File: config.mk
export PLATFORM = sky130hd
export DESIGN_NAME = sadc_seq_top
export DESIGN_NICKNAME = d
export VERILOG_FILES = /design/src/rtl/sadc_pkg.sv /design/src/rtl/sadc_conv_if.sv /design/src/rtl/sadc_clkdiv.sv /design/src/rtl/sadc_conv.sv /design/src/rtl/sadc_seq_top.sv
export VERILOG_INCLUDE_DIRS = /design/src /design/src/rtl
export SDC_FILE = /design/constraint.sdc
export NUM_CORES = 1
export LEC_CHECK = 0
export ABC_AREA = 1
export BUFFER_PORTS_ARGS = -buffer_cell sky130_fd_sc_hd__clkbuf_2
export CAP_MARGIN = 10
export CORE_MARGIN = 2
export CORE_UTILIZATION = 55
export CTS_BUF_LIST = sky130_fd_sc_hd__clkbuf_4 sky130_fd_sc_hd__clkbuf_8 sky130_fd_sc_hd__clkbuf_16
export CTS_CLUSTER_DIAMETER = 120
export CTS_CLUSTER_SIZE = 28
export DETAILED_ROUTE_END_ITERATION = 10
export HOLD_SLACK_MARGIN = 0.12
export PLACE_DENSITY_LB_ADDON = 0.25
export SLEW_MARGIN = 20
export SYNTH_ARGS = -nofsm -noshare
export SYNTH_HDL_FRONTEND = slang
export SYNTH_HIERARCHICAL = 1
export SYNTH_SLANG_ARGS = --single-unit
File: constraint.sdc
create_clock -name i_sys_clk -period 2.61 [get_ports i_sys_clk]
set_input_delay 0.522 -clock i_sys_clk [delete_from_list [all_inputs] [get_ports i_sys_clk]]
set_output_delay 0.522 -clock i_sys_clk [all_outputs]
set_load 0.05 [all_outputs]
File: src/rtl/sadc_consts.svh
// Register offsets, field positions, reset values and timing counts of the converter sequencer.
// Assumes inclusion by bare name from every file that needs a figure; definitions only.
`ifndef SADC_CONSTS_SVH
`define SADC_CONSTS_SVH

// Byte offsets of the register words, and address block numbers of the sample time and result arrays.
`define SADC_OFS_CTRL 8'h00
`define SADC_OFS_CHEN 8'h04
`define SADC_OFS_STATUS 8'h08
`define SADC_OFS_INTR 8'h0c
`define SADC_OFS_MASK 8'h10
`define SADC_OFS_LIM_LO 8'h14
`define SADC_OFS_LIM_HI 8'h18
`define SADC_BLK_SMP 3'h1
`define SADC_BLK_RES 3'h2

// Control word field positions.
`define SADC_CTRL_EN 0
`define SADC_CTRL_FW 1
`define SADC_CTRL_CONT 2
`define SADC_CTRL_REF_LSB 3
`define SADC_CTRL_BYP 5
`define SADC_CTRL_TEMP 6
`define SADC_CTRL_FWCH_LSB 8
`define SADC_CTRL_START 16

// Interrupt status and mask bit positions.
`define SADC_INT_CONV 0
`define SADC_INT_SCAN 1
`define SADC_INT_RANGE 2

// Reset values.
`define SADC_SMP_RST 8'h03
`define SADC_LIM_LO_RST 12'h000
`define SADC_LIM_HI_RST 12'hfff

// Timing: converter clock ceiling and conversion length in converter clocks; also result width and sensor mux select.
`define SADC_SYS_CLK_KHZ 100000
`define SADC_CONV_FMAX_KHZ 14500
`define SADC_CONV_DIV ((`SADC_SYS_CLK_KHZ + `SADC_CONV_FMAX_KHZ - 1) / `SADC_CONV_FMAX_KHZ)
`define SADC_CONV_CLKS 18
`define SADC_RES_BITS 12
`define SADC_TEMP_MUX 4'h8

`endif

File: src/rtl/sadc_pkg.sv
// Types shared by the converter sequencer modules.
// Assumes the constants header is compiled alongside.
package sadc_pkg;

    // Reference choice driven to the analog reference switch.
    typedef enum logic [1:0] {
        SADC_REF_VDD,
        SADC_REF_VDD_HALF,
        SADC_REF_INT,
        SADC_REF_EXT
    } sadc_ref_t;

    // Conversion engine phases.
    typedef enum logic [1:0] {
        SADC_ST_IDLE,
        SADC_ST_SAMPLE,
        SADC_ST_CONVERT
    } sadc_conv_st_t;

endpackage

File: src/rtl/sadc_conv_if.sv
// Request and result carrier between the sequencer top and the conversion engine.
// Assumes both ends sit on the same system clock.
`timescale 1ns/10ps
interface sadc_conv_if;
    logic req;
    logic [2:0] ch;
    logic [7:0] samp;
    logic temp_sel;
    logic abort;
    logic take;
    logic done;
    logic [2:0] done_ch;
    logic [11:0] result;
    logic busy;

    modport ctl (output req, ch, samp, temp_sel, abort,
                 input take, done, done_ch, result, busy);
    modport conv (input req, ch, samp, temp_sel, abort,
                  output take, done, done_ch, result, busy);
endinterface

File: src/rtl/sadc_clkdiv.sv
// Converter clock tick generator: one-cycle tick every DIV system clocks.
// Assumes the system clock and the active-low asynchronous reset.
`timescale 1ns/10ps
`include "sadc_consts.svh"
module sadc_clkdiv #(
    parameter int DIV = `SADC_CONV_DIV
) (
    // Clock and reset.
    input wire logic i_sys_clk,
    input wire logic i_reset_n,
    // Tick out.
    output logic o_tick
);
    typedef struct packed {
        logic [7:0] cnt;
        logic tick;
    } sadc_div_state_t;

    sadc_div_state_t s_r, s_nxt;

    // Rounding the divide up keeps the converter rate at or below its ceiling.
    always_comb begin
        s_nxt = s_r;
        s_nxt.tick = 1'b0;
        if (s_r.cnt == 8'(DIV - 1)) begin
            s_nxt.cnt = 8'h00;
            s_nxt.tick = 1'b1;
        end else begin
            s_nxt.cnt = s_r.cnt + 8'h01;
        end
    end

    // State register.
    always_ff @(posedge i_sys_clk or negedge i_reset_n) begin
        if (!i_reset_n) begin
            s_r <= '0;
        end else begin
            s_r <= s_nxt;
        end
    end

    assign o_tick = s_r.tick;
endmodule

File: src/rtl/sadc_conv.sv
// Conversion engine: sample window, then a 12-bit successive approximation over 18 ticks.
// Assumes a comparator input that is high when the held input is at or above the trial code.
`timescale 1ns/10ps
`include "sadc_consts.svh"
module sadc_conv (
    // Clock and reset.
    input wire logic i_sys_clk,
    input wire logic i_reset_n,
    // Converter clock tick and comparator.
    input wire logic i_tick,
    input wire logic i_cmp_above,
    // Sequencer side.
    sadc_conv_if.conv bus,
    // Analog controls.
    output logic [3:0] o_mux_sel,
    output logic o_sample,
    output logic [11:0] o_dac_code
);
    typedef struct packed {
        sadc_pkg::sadc_conv_st_t st;
        logic [7:0] cnt;
        logic [4:0] step;
        logic [11:0] code;
        logic [11:0] dac;
        logic [2:0] ch;
        logic [3:0] mux;
        logic sample;
        logic take;
        logic done;
        logic [11:0] result;
        logic [2:0] dch;
    } sadc_conv_state_t;

    sadc_conv_state_t s_r, s_nxt;

    // Engine phases; a waiting request is taken in the finishing cycle so no gap appears.
    always_comb begin
        logic keep;
        logic [11:0] bitv;
        keep = 1'b0;
        bitv = 12'h800 >> s_r.step;
        s_nxt = s_r;
        s_nxt.take = 1'b0;
        s_nxt.done = 1'b0;
        if (bus.abort) begin
            s_nxt.st = sadc_pkg::SADC_ST_IDLE;
            s_nxt.sample = 1'b0;
        end else begin
            unique case (s_r.st)
                sadc_pkg::SADC_ST_IDLE: begin
                    keep = bus.req;
                end
                sadc_pkg::SADC_ST_SAMPLE: begin
                    if (i_tick) begin
                        if (s_r.cnt == 8'h00) begin
                            s_nxt.st = sadc_pkg::SADC_ST_CONVERT;
                            s_nxt.sample = 1'b0;
                            s_nxt.step = 5'h00;
                            s_nxt.code = 12'h000;
                            s_nxt.dac = 12'h800;
                        end else begin
                            s_nxt.cnt = s_r.cnt - 8'h01;
                        end
                    end
                end
                sadc_pkg::SADC_ST_CONVERT: begin
                    if (i_tick) begin
                        if (s_r.step < 5'(`SADC_RES_BITS)) begin
                            s_nxt.code = i_cmp_above ? s_r.dac : s_r.code;
                            s_nxt.dac = s_nxt.code | (bitv >> 1);
                        end
                        s_nxt.step = s_r.step + 5'h01;
                        if (s_r.step == 5'(`SADC_CONV_CLKS - 1)) begin
                            s_nxt.done = 1'b1;
                            s_nxt.result = s_r.code;
                            s_nxt.dch = s_r.ch;
                            s_nxt.st = sadc_pkg::SADC_ST_IDLE;
                            keep = bus.req;
                        end
                    end
                end
            endcase
        end
        if (keep) begin
            s_nxt.take = 1'b1;
            s_nxt.ch = bus.ch;
            s_nxt.mux = (bus.temp_sel && bus.ch == 3'h7) ? `SADC_TEMP_MUX : {1'b0, bus.ch};
            s_nxt.cnt = bus.samp;
            s_nxt.sample = 1'b1;
            s_nxt.st = sadc_pkg::SADC_ST_SAMPLE;
        end
    end

    // State register.
    always_ff @(posedge i_sys_clk or negedge i_reset_n) begin
        if (!i_reset_n) begin
            s_r <= '0;
        end else begin
            s_r <= s_nxt;
        end
    end

    assign bus.take = s_r.take;
    assign bus.done = s_r.done;
    assign bus.done_ch = s_r.dch;
    assign bus.result = s_r.result;
    assign bus.busy = (s_r.st != sadc_pkg::SADC_ST_IDLE);
    assign o_mux_sel = s_r.mux;
    assign o_sample = s_r.sample;
    assign o_dac_code = s_r.dac;
endmodule

File: src/rtl/sadc_seq_top.sv
// Top of the eight-channel converter sequencer: registers, scan control, buffers, interrupts.
// Assumes a plain register port with one-cycle strobes and synchronous analog status inputs.
//
// Overview of operation
// Converter clock at most 14.5 MHz; each conversion spans 18 converter clocks.
// Reference select picks supply, half supply, internal 1.024 V or external pin.
// The sample-and-hold window length is programmable before conversion starts.
// Eight sequencer channels, each bound to a fixed input pin.
// Scan steps through enabled channels with no idle cycles between them.
// A mode bit chooses state-machine scanning or firmware-selected channel.
// Each channel keeps its own latest result buffer.
// Each channel has its own sample time, applied whenever it converts.
// Results outside low/high limits raise an out-of-range interrupt at once.
// The temperature sensor can be selected as a conversion input.
// No conversions during deep sleep or hibernate.
// A control bit bypasses the internal reference amplifier through a fixed pin.
// Scan-complete flag and interrupt after the last enabled channel is buffered.
//
// Added by the designer: the register addresses and strobed register access.
`timescale 1ns/10ps
`include "sadc_consts.svh"
module sadc_seq_top #(
    parameter int CONV_DIV = `SADC_CONV_DIV
) (
    // Clock and reset.
    input wire logic i_sys_clk,
    input wire logic i_reset_n,
    // Register port.
    input wire logic [7:0] i_addr,
    input wire logic [31:0] i_wdata,
    input wire logic i_wr,
    input wire logic i_rd,
    output logic [31:0] o_rdata,
    // Interrupt.
    output logic o_irq,
    // Power state and comparator.
    input wire logic i_deep_sleep,
    input wire logic i_cmp_above,
    // Analog controls.
    output logic [1:0] o_ref_sel,
    output logic o_ref_bypass,
    output logic o_temp_bias_en,
    output logic [3:0] o_mux_sel,
    output logic o_sample,
    output logic [11:0] o_dac_code
);
    typedef struct packed {
        logic en;
        logic fw;
        logic cont;
        sadc_pkg::sadc_ref_t ref_sel;
        logic byp;
        logic temp;
        logic [2:0] fw_ch;
        logic [7:0] chen;
        logic [2:0] intr;
        logic [2:0] mask;
        logic [11:0] lim_lo;
        logic [11:0] lim_hi;
        logic [7:0][7:0] smp;
        logic [7:0][11:0] res;
        logic [7:0] res_vld;
        logic pend_valid;
        logic [2:0] pend_ch;
        logic scan_run;
        logic [31:0] rdata;
        logic irq;
    } sadc_top_state_t;

    sadc_top_state_t s_r, s_nxt;
    logic tick;
    logic stop;

    sadc_conv_if cbus ();

    // Lowest enabled channel.
    function automatic logic [2:0] sadc_first_en(input logic [7:0] chen);
        logic [2:0] r;
        r = 3'h0;
        for (int i = 7; i >= 0; i--) begin
            if (chen[i]) begin
                r = 3'(i);
            end
        end
        return r;
    endfunction

    // Highest enabled channel, which ends a scan.
    function automatic logic [2:0] sadc_last_en(input logic [7:0] chen);
        logic [2:0] r;
        r = 3'h0;
        for (int i = 0; i < 8; i++) begin
            if (chen[i]) begin
                r = 3'(i);
            end
        end
        return r;
    endfunction

    // Next enabled channel above ch; the top bit flags a wrap to the first.
    function automatic logic [3:0] sadc_next_en(input logic [7:0] chen, input logic [2:0] ch);
        logic [3:0] r;
        logic found;
        r = {1'b1, sadc_first_en(chen)};
        found = 1'b0;
        for (int i = 0; i < 8; i++) begin
            if (!found && i > int'(ch) && chen[i]) begin
                r = {1'b0, 3'(i)};
                found = 1'b1;
            end
        end
        return r;
    endfunction

    // Converter tick; the divide keeps the converter clock under its ceiling.
    sadc_clkdiv #(
        .DIV(CONV_DIV)
    ) u_div (
        .i_sys_clk(i_sys_clk),
        .i_reset_n(i_reset_n),
        .o_tick(tick)
    );

    // Conversion engine.
    sadc_conv u_conv (
        .i_sys_clk(i_sys_clk),
        .i_reset_n(i_reset_n),
        .i_tick(tick),
        .i_cmp_above(i_cmp_above),
        .bus(cbus),
        .o_mux_sel(o_mux_sel),
        .o_sample(o_sample),
        .o_dac_code(o_dac_code)
    );

    // The converter loses its fast clock in deep sleep and hibernate, so work is dropped.
    assign stop = !s_r.en || i_deep_sleep;

    // Request to the engine; once a scan channel is taken, the pending channel moves to the next enabled one.
    assign cbus.req = s_r.pend_valid && !stop;
    assign cbus.ch = s_r.pend_ch;
    assign cbus.samp = s_r.smp[s_r.pend_ch];
    assign cbus.temp_sel = s_r.temp;
    assign cbus.abort = stop;

    // Register writes, sequencing, buffering and interrupt status.
    always_comb begin
        logic [2:0] set;
        logic [2:0] clr;
        logic [3:0] nx;
        logic [2:0] idx;
        set = 3'h0;
        clr = 3'h0;
        nx = 4'h0;
        idx = i_addr[4:2];
        s_nxt = s_r;

        // Advance the pending channel once the engine has taken it.
        if (cbus.take) begin
            if (s_r.fw) begin
                s_nxt.pend_valid = 1'b0;
            end else begin
                nx = sadc_next_en(s_r.chen, s_r.pend_ch);
                if (nx[3] && !s_r.cont) begin
                    s_nxt.pend_valid = 1'b0;
                end else begin
                    s_nxt.pend_ch = nx[2:0];
                end
            end
        end

        // Finished conversion: buffer it, test the limits, and detect the scan end.
        if (cbus.done) begin
            s_nxt.res[cbus.done_ch] = cbus.result;
            s_nxt.res_vld[cbus.done_ch] = 1'b1;
            set[`SADC_INT_CONV] = 1'b1;
            if (cbus.result < s_r.lim_lo || cbus.result > s_r.lim_hi) begin
                set[`SADC_INT_RANGE] = 1'b1;
            end
            if (!s_r.fw && cbus.done_ch == sadc_last_en(s_r.chen)) begin
                set[`SADC_INT_SCAN] = 1'b1;
                if (!s_nxt.pend_valid) begin
                    s_nxt.scan_run = 1'b0;
                end
            end
        end

        // Register writes; a start written here overrides the advance above.
        if (i_wr) begin
            unique case (i_addr[7:5])
                `SADC_BLK_SMP: s_nxt.smp[idx] = i_wdata[7:0];
                `SADC_BLK_RES: ;
                3'h0: begin
                    unique case (i_addr)
                        `SADC_OFS_CTRL: begin
                            s_nxt.en = i_wdata[`SADC_CTRL_EN];
                            s_nxt.fw = i_wdata[`SADC_CTRL_FW];
                            s_nxt.cont = i_wdata[`SADC_CTRL_CONT];
                            s_nxt.ref_sel = sadc_pkg::sadc_ref_t'(
                                i_wdata[`SADC_CTRL_REF_LSB +: 2]);
                            s_nxt.byp = i_wdata[`SADC_CTRL_BYP];
                            s_nxt.temp = i_wdata[`SADC_CTRL_TEMP];
                            s_nxt.fw_ch = i_wdata[`SADC_CTRL_FWCH_LSB +: 3];
                            if (i_wdata[`SADC_CTRL_START] && i_wdata[`SADC_CTRL_EN]) begin
                                if (i_wdata[`SADC_CTRL_FW]) begin
                                    s_nxt.pend_ch = i_wdata[`SADC_CTRL_FWCH_LSB +: 3];
                                    s_nxt.pend_valid = 1'b1;
                                end else if (s_nxt.chen != 8'h00) begin
                                    s_nxt.pend_ch = sadc_first_en(s_nxt.chen);
                                    s_nxt.pend_valid = 1'b1;
                                    s_nxt.scan_run = 1'b1;
                                end
                            end
                        end
                        `SADC_OFS_CHEN: s_nxt.chen = i_wdata[7:0];
                        `SADC_OFS_INTR: clr = i_wdata[2:0];
                        `SADC_OFS_MASK: s_nxt.mask = i_wdata[2:0];
                        `SADC_OFS_LIM_LO: s_nxt.lim_lo = i_wdata[11:0];
                        `SADC_OFS_LIM_HI: s_nxt.lim_hi = i_wdata[11:0];
                        default: ;
                    endcase
                end
                default: ;
            endcase
        end

        // Disable or sleep drops pending work; a start written with enable survives unless deep sleep is on.
        if (!s_nxt.en || i_deep_sleep) begin
            s_nxt.pend_valid = 1'b0;
            s_nxt.scan_run = 1'b0;
        end

        // Sticky status: a new event wins over a clear in the same cycle.
        s_nxt.intr = (s_r.intr & ~clr) | set;
        s_nxt.irq = |(s_nxt.intr & s_nxt.mask);

        // Read data stand only in the cycle after the read strobe.
        s_nxt.rdata = 32'h0000_0000;
        if (i_rd) begin
            unique case (i_addr[7:5])
                `SADC_BLK_SMP: s_nxt.rdata = {24'h00_0000, s_r.smp[idx]};
                `SADC_BLK_RES: s_nxt.rdata = {s_r.res_vld[idx], 19'h0_0000, s_r.res[idx]};
                3'h0: begin
                    unique case (i_addr)
                        `SADC_OFS_CTRL: s_nxt.rdata = {21'h00_0000, s_r.fw_ch, 1'b0, s_r.temp,
                            s_r.byp, s_r.ref_sel, s_r.cont, s_r.fw, s_r.en};
                        `SADC_OFS_CHEN: s_nxt.rdata = {24'h00_0000, s_r.chen};
                        `SADC_OFS_STATUS: s_nxt.rdata = {23'h00_0000, i_deep_sleep, 1'b0,
                            cbus.done_ch, 2'h0, s_r.scan_run, cbus.busy | s_r.pend_valid};
                        `SADC_OFS_INTR: s_nxt.rdata = {29'h0000_0000, s_r.intr};
                        `SADC_OFS_MASK: s_nxt.rdata = {29'h0000_0000, s_r.mask};
                        `SADC_OFS_LIM_LO: s_nxt.rdata = {20'h0_0000, s_r.lim_lo};
                        `SADC_OFS_LIM_HI: s_nxt.rdata = {20'h0_0000, s_r.lim_hi};
                        default: s_nxt.rdata = 32'h0000_0000;
                    endcase
                end
                default: s_nxt.rdata = 32'h0000_0000;
            endcase
        end
    end

    // State register with documented reset values.
    always_ff @(posedge i_sys_clk or negedge i_reset_n) begin
        if (!i_reset_n) begin
            s_r <= '0;
            s_r.lim_lo <= `SADC_LIM_LO_RST;
            s_r.lim_hi <= `SADC_LIM_HI_RST;
            s_r.smp <= {8{`SADC_SMP_RST}};
        end else begin
            s_r <= s_nxt;
        end
    end

    // Outputs straight from the state register.
    assign o_rdata = s_r.rdata;
    assign o_irq = s_r.irq;
    assign o_ref_sel = s_r.ref_sel;
    assign o_ref_bypass = s_r.byp;
    assign o_temp_bias_en = s_r.temp;
endmodule

=== After elaboration in Yosys (flattened, before gate mapping) ===
Cells that the tools add are included.

* Register bits: 327
* Input port bits: 46
* Word-level logic and storage cells: 284

* $add $sub $neg: 3
* Bitwise gates (word level): 8
* Shift-type cells: 1
* Equal/unequal tests: 24
* Order comparisons: 15
* Multiplexer cells: 126
* Reductions and logical operators: 59

{| class="wikitable"
|+ Operators by type and width
! kind !! number
|-
| $bwmux W96 || 1
|-
| $pmux W32 S3 || 1
|-
| $mux W91 || 1
|-
| $pmux W12 S7 || 1
|-
| $mux W3 || 22
|-
| $bwmux W64 || 1
|-
| $mux W16 || 4
|-
| $mux W64 || 1
|-
| $mux W12 || 5
|-
| $mux W29 || 2
|-
| $pmux W29 S2 || 1
|-
| $mux W8 || 7
|-
| $bmux W8 S3 || 2
|-
| $mux W4 || 12
|-
| $mux W1 || 39
|-
| $mux W39 || 1
|-
| $mux W37 || 1
|-
| $bmux W12 S3 || 1
|-
| $demux W12 S3 || 1
|-
| $mux W18 || 2
|-
| $mux W32 || 1
|-
| $mux W27 || 1
|-
| $mux W5 || 5
|-
| $demux W8 S3 || 1
|-
| other kinds (56) || 122
|}

=== Longest topological paths before layout ===
* Depth in word-level cells: 55
* Gate-level depth with buffers: 14

=== Cells and area by module ===
The synthesis kept the hierarchy.

{| class="wikitable"
|+ Modules (own cells, without submodules)
! module !! area each (µm²) !! times used !! cells an instance !! seq. area each (µm²)
|-
| sadc_seq_top || 11835.1 || 1 || 1457 || 5915.7
|-
| sadc_conv || 3751.1 || 1 || 453 || 1601.5
|-
| sadc_clkdiv || 431.7 || 1 || 53 || 225.2
|}

=== Worst setup path before layout ===
No wires, ideal clock.

* Path kind: input port to flip-flop
* Start: input i_addr[5]
* End: register s_r, in the netlist cbus.ch[1]
* Path slack: 856 ps
* Path buffers: 0
* Cell stages on the path: 9
* Required time: 2492 ps
* Setup time: 118 ps
* Arrival time: 1636 ps
* Path through: nor2_1 -> nand2_1 -> nor2_1 -> nand2_1 -> nor2_2 -> nand3_1 -> a21oi_1 -> a21oi_1 -> a21o_1

{| class="wikitable"
|+ RTL lines
! element !! line !! RTL
|-
| start, declared || sadc_seq_top.sv:29 || <nowiki>input wire logic [7:0] i_addr,</nowiki>
|-
| end signal, assigned || sadc_seq_top.sv:270 || <nowiki>s_r <= s_nxt;</nowiki>
|-
| end, declared || sadc_seq_top.sv:70 || <nowiki>sadc_top_state_t s_r, s_nxt;</nowiki>
|}

=== Final worst setup path ===
* Start: register s_r, in the netlist cbus.ch[0]
* End: register u_conv/s_r[59] (netlist name)

* Word-level cells in the longest chain between the ends: 3

{| class="wikitable"
|+ RTL lines
! element !! line !! RTL
|-
| $bmux W8 S3 || sadc_seq_top.sv:142 || <nowiki>assign cbus.samp = s_r.smp[s_r.pend_ch];</nowiki>
|-
| $mux W8 (implied by the code) || sadc_seq_top.sv:142 ||
|-
| named net cbus.samp[5] || sadc_conv_if.sv:7 || <nowiki>logic [7:0] samp;</nowiki>
|-
| $mux W10 || sadc_conv.sv:84 || <nowiki>if (keep) begin</nowiki>
|-
| end signal, assigned || sadc_conv.sv:99 || <nowiki>s_r <= s_nxt;</nowiki>
|-
| end, declared || sadc_conv.sv:34 || <nowiki>sadc_conv_state_t s_r, s_nxt;</nowiki>
|}

The timed path passes the listed nets, and every way through them passes these cells. The select of a mux whose other input is x is not followed.
A chain may end at the register's enable or synchronous reset.

==> qor.txt <==
Num CTS Buffers - 14
# diodes - 0
EDFF count, synth - 0
Levels on crit path - 10
DRC Markers - 0
Internal power - 6.42 mW
Leading area contributor after synthesis - dfrtp_1
Top-count cell post-synth - nand2_1
Vias - 13384
Fill cell count - 2610
Root Driver - clkbuf_16
Worst Skew - 11.4 ps
Pleak - 7.65 nW
Unrepaired setup endpoints after global routing - false
Largest cells by area after synthesis - dfrtp_1 (44%), nand2_1 (12%), o21ai_0 (8.7%), dfstp_2 (4.6%), inv_1 (3.9%)
Worst skew pair latency - 510 ps
CTS H-tree depth - 1
DR vias/cell - 5.71
Multi-input logic area - 6700 um2
Post-Route WL - 42.5 mm
CP arrival - 2480 ps
Initial Util - 55.8%
TritonCTS clock tree - done
Register area share after synthesis - 48.3%
Setup Buffers After CTS - 0
Share of layout cells above drive strength 1 - 12.3%
Area after DPL - 16400 um2
Die height - 175 um
Worst-margin pin slew - 933 ps
Setup crit start kind - flip-flop
Antenna violations before repair - 0
Power Dens Cells - 517 nW/um2
Crit-path slowest cell - dfrtp_1
Final antenna-violating net count - 0
Gpl congestion - 0.930
Sequential cell area - 7740 um2
Synth cell types - 55
Hold path depth - 3
Most used cell, CP - nand2_1
Hold-fix buffers at CTS - 1
Slowest stage delay, CP - 430 ps
Synth cell count leaders - nand2_1 (506), dfrtp_1 (280), o21ai_0 (277), inv_1 (165), nor2_1 (121)
Clock-pin slew on the worst setup and hold paths - 120 ps
Port Buffer Count - 61
Final setup viols - 0
Drt pass-1 iters - 6
Worst Path Buf+Inv - 2
Final core occ - 58.8%
Cell Rows - 62
Period minus WS final - 2030 ps
Tcrit/Tclk final - 77.8%
DIE WIDTH - 175 um
Ys Warns - 6
Vias in the first global route - 12763
Kind of critical path - flip-flop to flip-flop
Hold Slack - 223 ps
Drt wl/cell - 18.1 um
Psw - 2.29 mW
Worst Hold Class - input pin to flip-flop
Seq pwr share - 58.6%
DP Worst Slack - 126 ps
Total negative slack - 0 ps
Nets - 2035
Longest Clk Path Bufs - 3
Worst VDD drop - 0.000523 V
Status - finished clean
Switch share - 26.3%
Largest net degree at the start of global routing - 74
Core outline area - 28700 um2
Total GRT Usage - 28.1%
Clock network fraction of total power - 31.0%
Grt ovf - 0
Share of the synthesized area in the top cell type - 43.7%
Cell Area, Synth - 16000 um2
Yosys reg bits - 308
Crit end category - flip-flop
Fin. Hold Viols - 0
Crit path cell chain - inv_1 -> buf_4 -> o21ai_0 -> o22ai_1 -> nor2_1 -> a31oi_1 -> nand4_1 -> nand2_1 -> nand2_1 -> nand2_1
Async S/R FF share, synth - 100%
Final Max Slew Viols - 0
First-pass GRT wire length - 68.1 mm
Relative slew slack - 37.6%
Most used DFF post-synth - dfrtp_1
Gate power share - 10.4%
Cells after Synth - 1963
Worst-path maximum fanout - 33
TritonCTS Sinks - 308
Post-Syn Area per Cell - 8.16 um2
Reg2reg path depth - 10
Area grow syn2layout - 5.30%
Hpwl dp - 29.6 mm
# resized after CTS - 0
Die area - 30500 um2
Initial drt markers - 1400
Max Cap Violations - 0
Worst setup margin - 578 ps
Largest delay share family, worst path - compound AO/OA/AOI/OAI gates
Ports - 100
Fin area - 16900 um2
Worst path required time - 3060 ps
Fmax - 492 MHz
[tightest hold or removal path, stage by stage]
cell,delay [ps]
clkbuf_2,100
nand2_1,60
inv_1,30
[metal layers]
metal / part of all wire (%) / wire [um] / global-route usage [%] / up-vias
met1: 41 / 17600 / 38.0 / 6377
met2: 47 / 19800 / 45.2 / 552
met3: 8.7 / 3710 / 5.77 / 92
met4: 3.2 / 1380 / 9.76 / 0
met5: 0 / 0 / 0 / -
li1: - / - / - / 6363
[cells in the final DEF (no fill, tap or decap), types with 10 or more instances in the layout]
master | netlist | layout
nand4_1 | 37 | 37
dfrtp_1 | 280 | 280
nand2_1 | 506 | 506
o21ai_0 | 277 | 277
o21ai_1 | 21 | 21
clkbuf_2 | 1 | 60
nand3_1 | 58 | 58
dfstp_2 | 28 | 28
nand2_2 | 12 | 12
o21ai_2 | 24 | 24
a21oi_1 | 68 | 68
inv_1 | 165 | 165
ha_1 | 36 | 36
a31oi_1 | 17 | 17
inv_2 | 10 | 10
conb_1 | 1 | 19
a22oi_1 | 29 | 29
nor2_1 | 121 | 121
buf_4 | 66 | 41
clkbuf_16 | 0 | 15
o22ai_1 | 21 | 21
[cells by family after synthesis]
family,Yosys count,synth area share [%]
simple gates,776,20.5
xor+xnor,7,0.383
fa+ha+maj,36,2.81
flops,308,48.3
buf+inv,337,10.2
other cells,1,0.0234
compound gates,498,17.7
[registers in the layout, summed over array words and instances, names as in the netlist]
signal	flops
u_conv/bus.done_ch	3
u_conv/o_mux_sel	4
u_conv/o_dac_code	12
o_ref_bypass	1
cbus.ch	3
o_rdata	13
u_conv/bus.done	1
o_irq	1
u_conv/o_sample	1
o_ref_sel	2
u_conv/bus.result	12
u_conv/s_r	30
o_temp_bias_en	1
u_conv/bus.take	1
u_div/s_r	8
s_r	214
u_div/o_tick	1
[power by group through the flow]
stage	clock [mW]	sequential (mW)	combinational [mW]
6_report	2.70	5.10	0.909
2_1_floorplan	0	5.16	0.565
3_3_place_gp	0	5.18	0.884
5_1_grt	2.90	5.12	1.02
4_1_cts	2.75	5.10	0.908
3_5_place_dp	0	5.19	0.905
[per-stage QoR]
step,power [mW],cells
floorplan,5.73,1981
global placement,6.06,2320
detailed placement,6.09,2320
CTS,8.76,2345
global route,9.04,2345
finish,8.71,2345
[worst paths after layout]
path	end	slack [ps]	from
worst max-delay path	u_conv/s_r[59]$_DFFE_PN0P_	580	cbus.ch[0]$_DFF_PN0_
worst min-delay path	o_rdata[3]$_DFF_PN0_	220	i_rd
worst max register to register	u_conv/s_r[59]$_DFFE_PN0P_	580	cbus.ch[0]$_DFF_PN0_
worst min register to register	s_r[41]$_DFFE_PN0P_	470	s_r[41]$_DFFE_PN0P_
max in group asynchronous	s_r[191]$_DFFE_PN1P_	1300	i_reset_n
min in group asynchronous	s_r[224]$_DFFE_PN0P_	600	i_reset_n
[final cells by class]
class	count	area share, %
Clock buffer	24	2.63
Inverter	181	4.06
Multi-Input combinational cell	1336	39.7
Sequential cell	308	45.9
Tap cell	384	2.85
Timing Repair Buffer	112	4.82
Power figures use the tool's default switching activity.
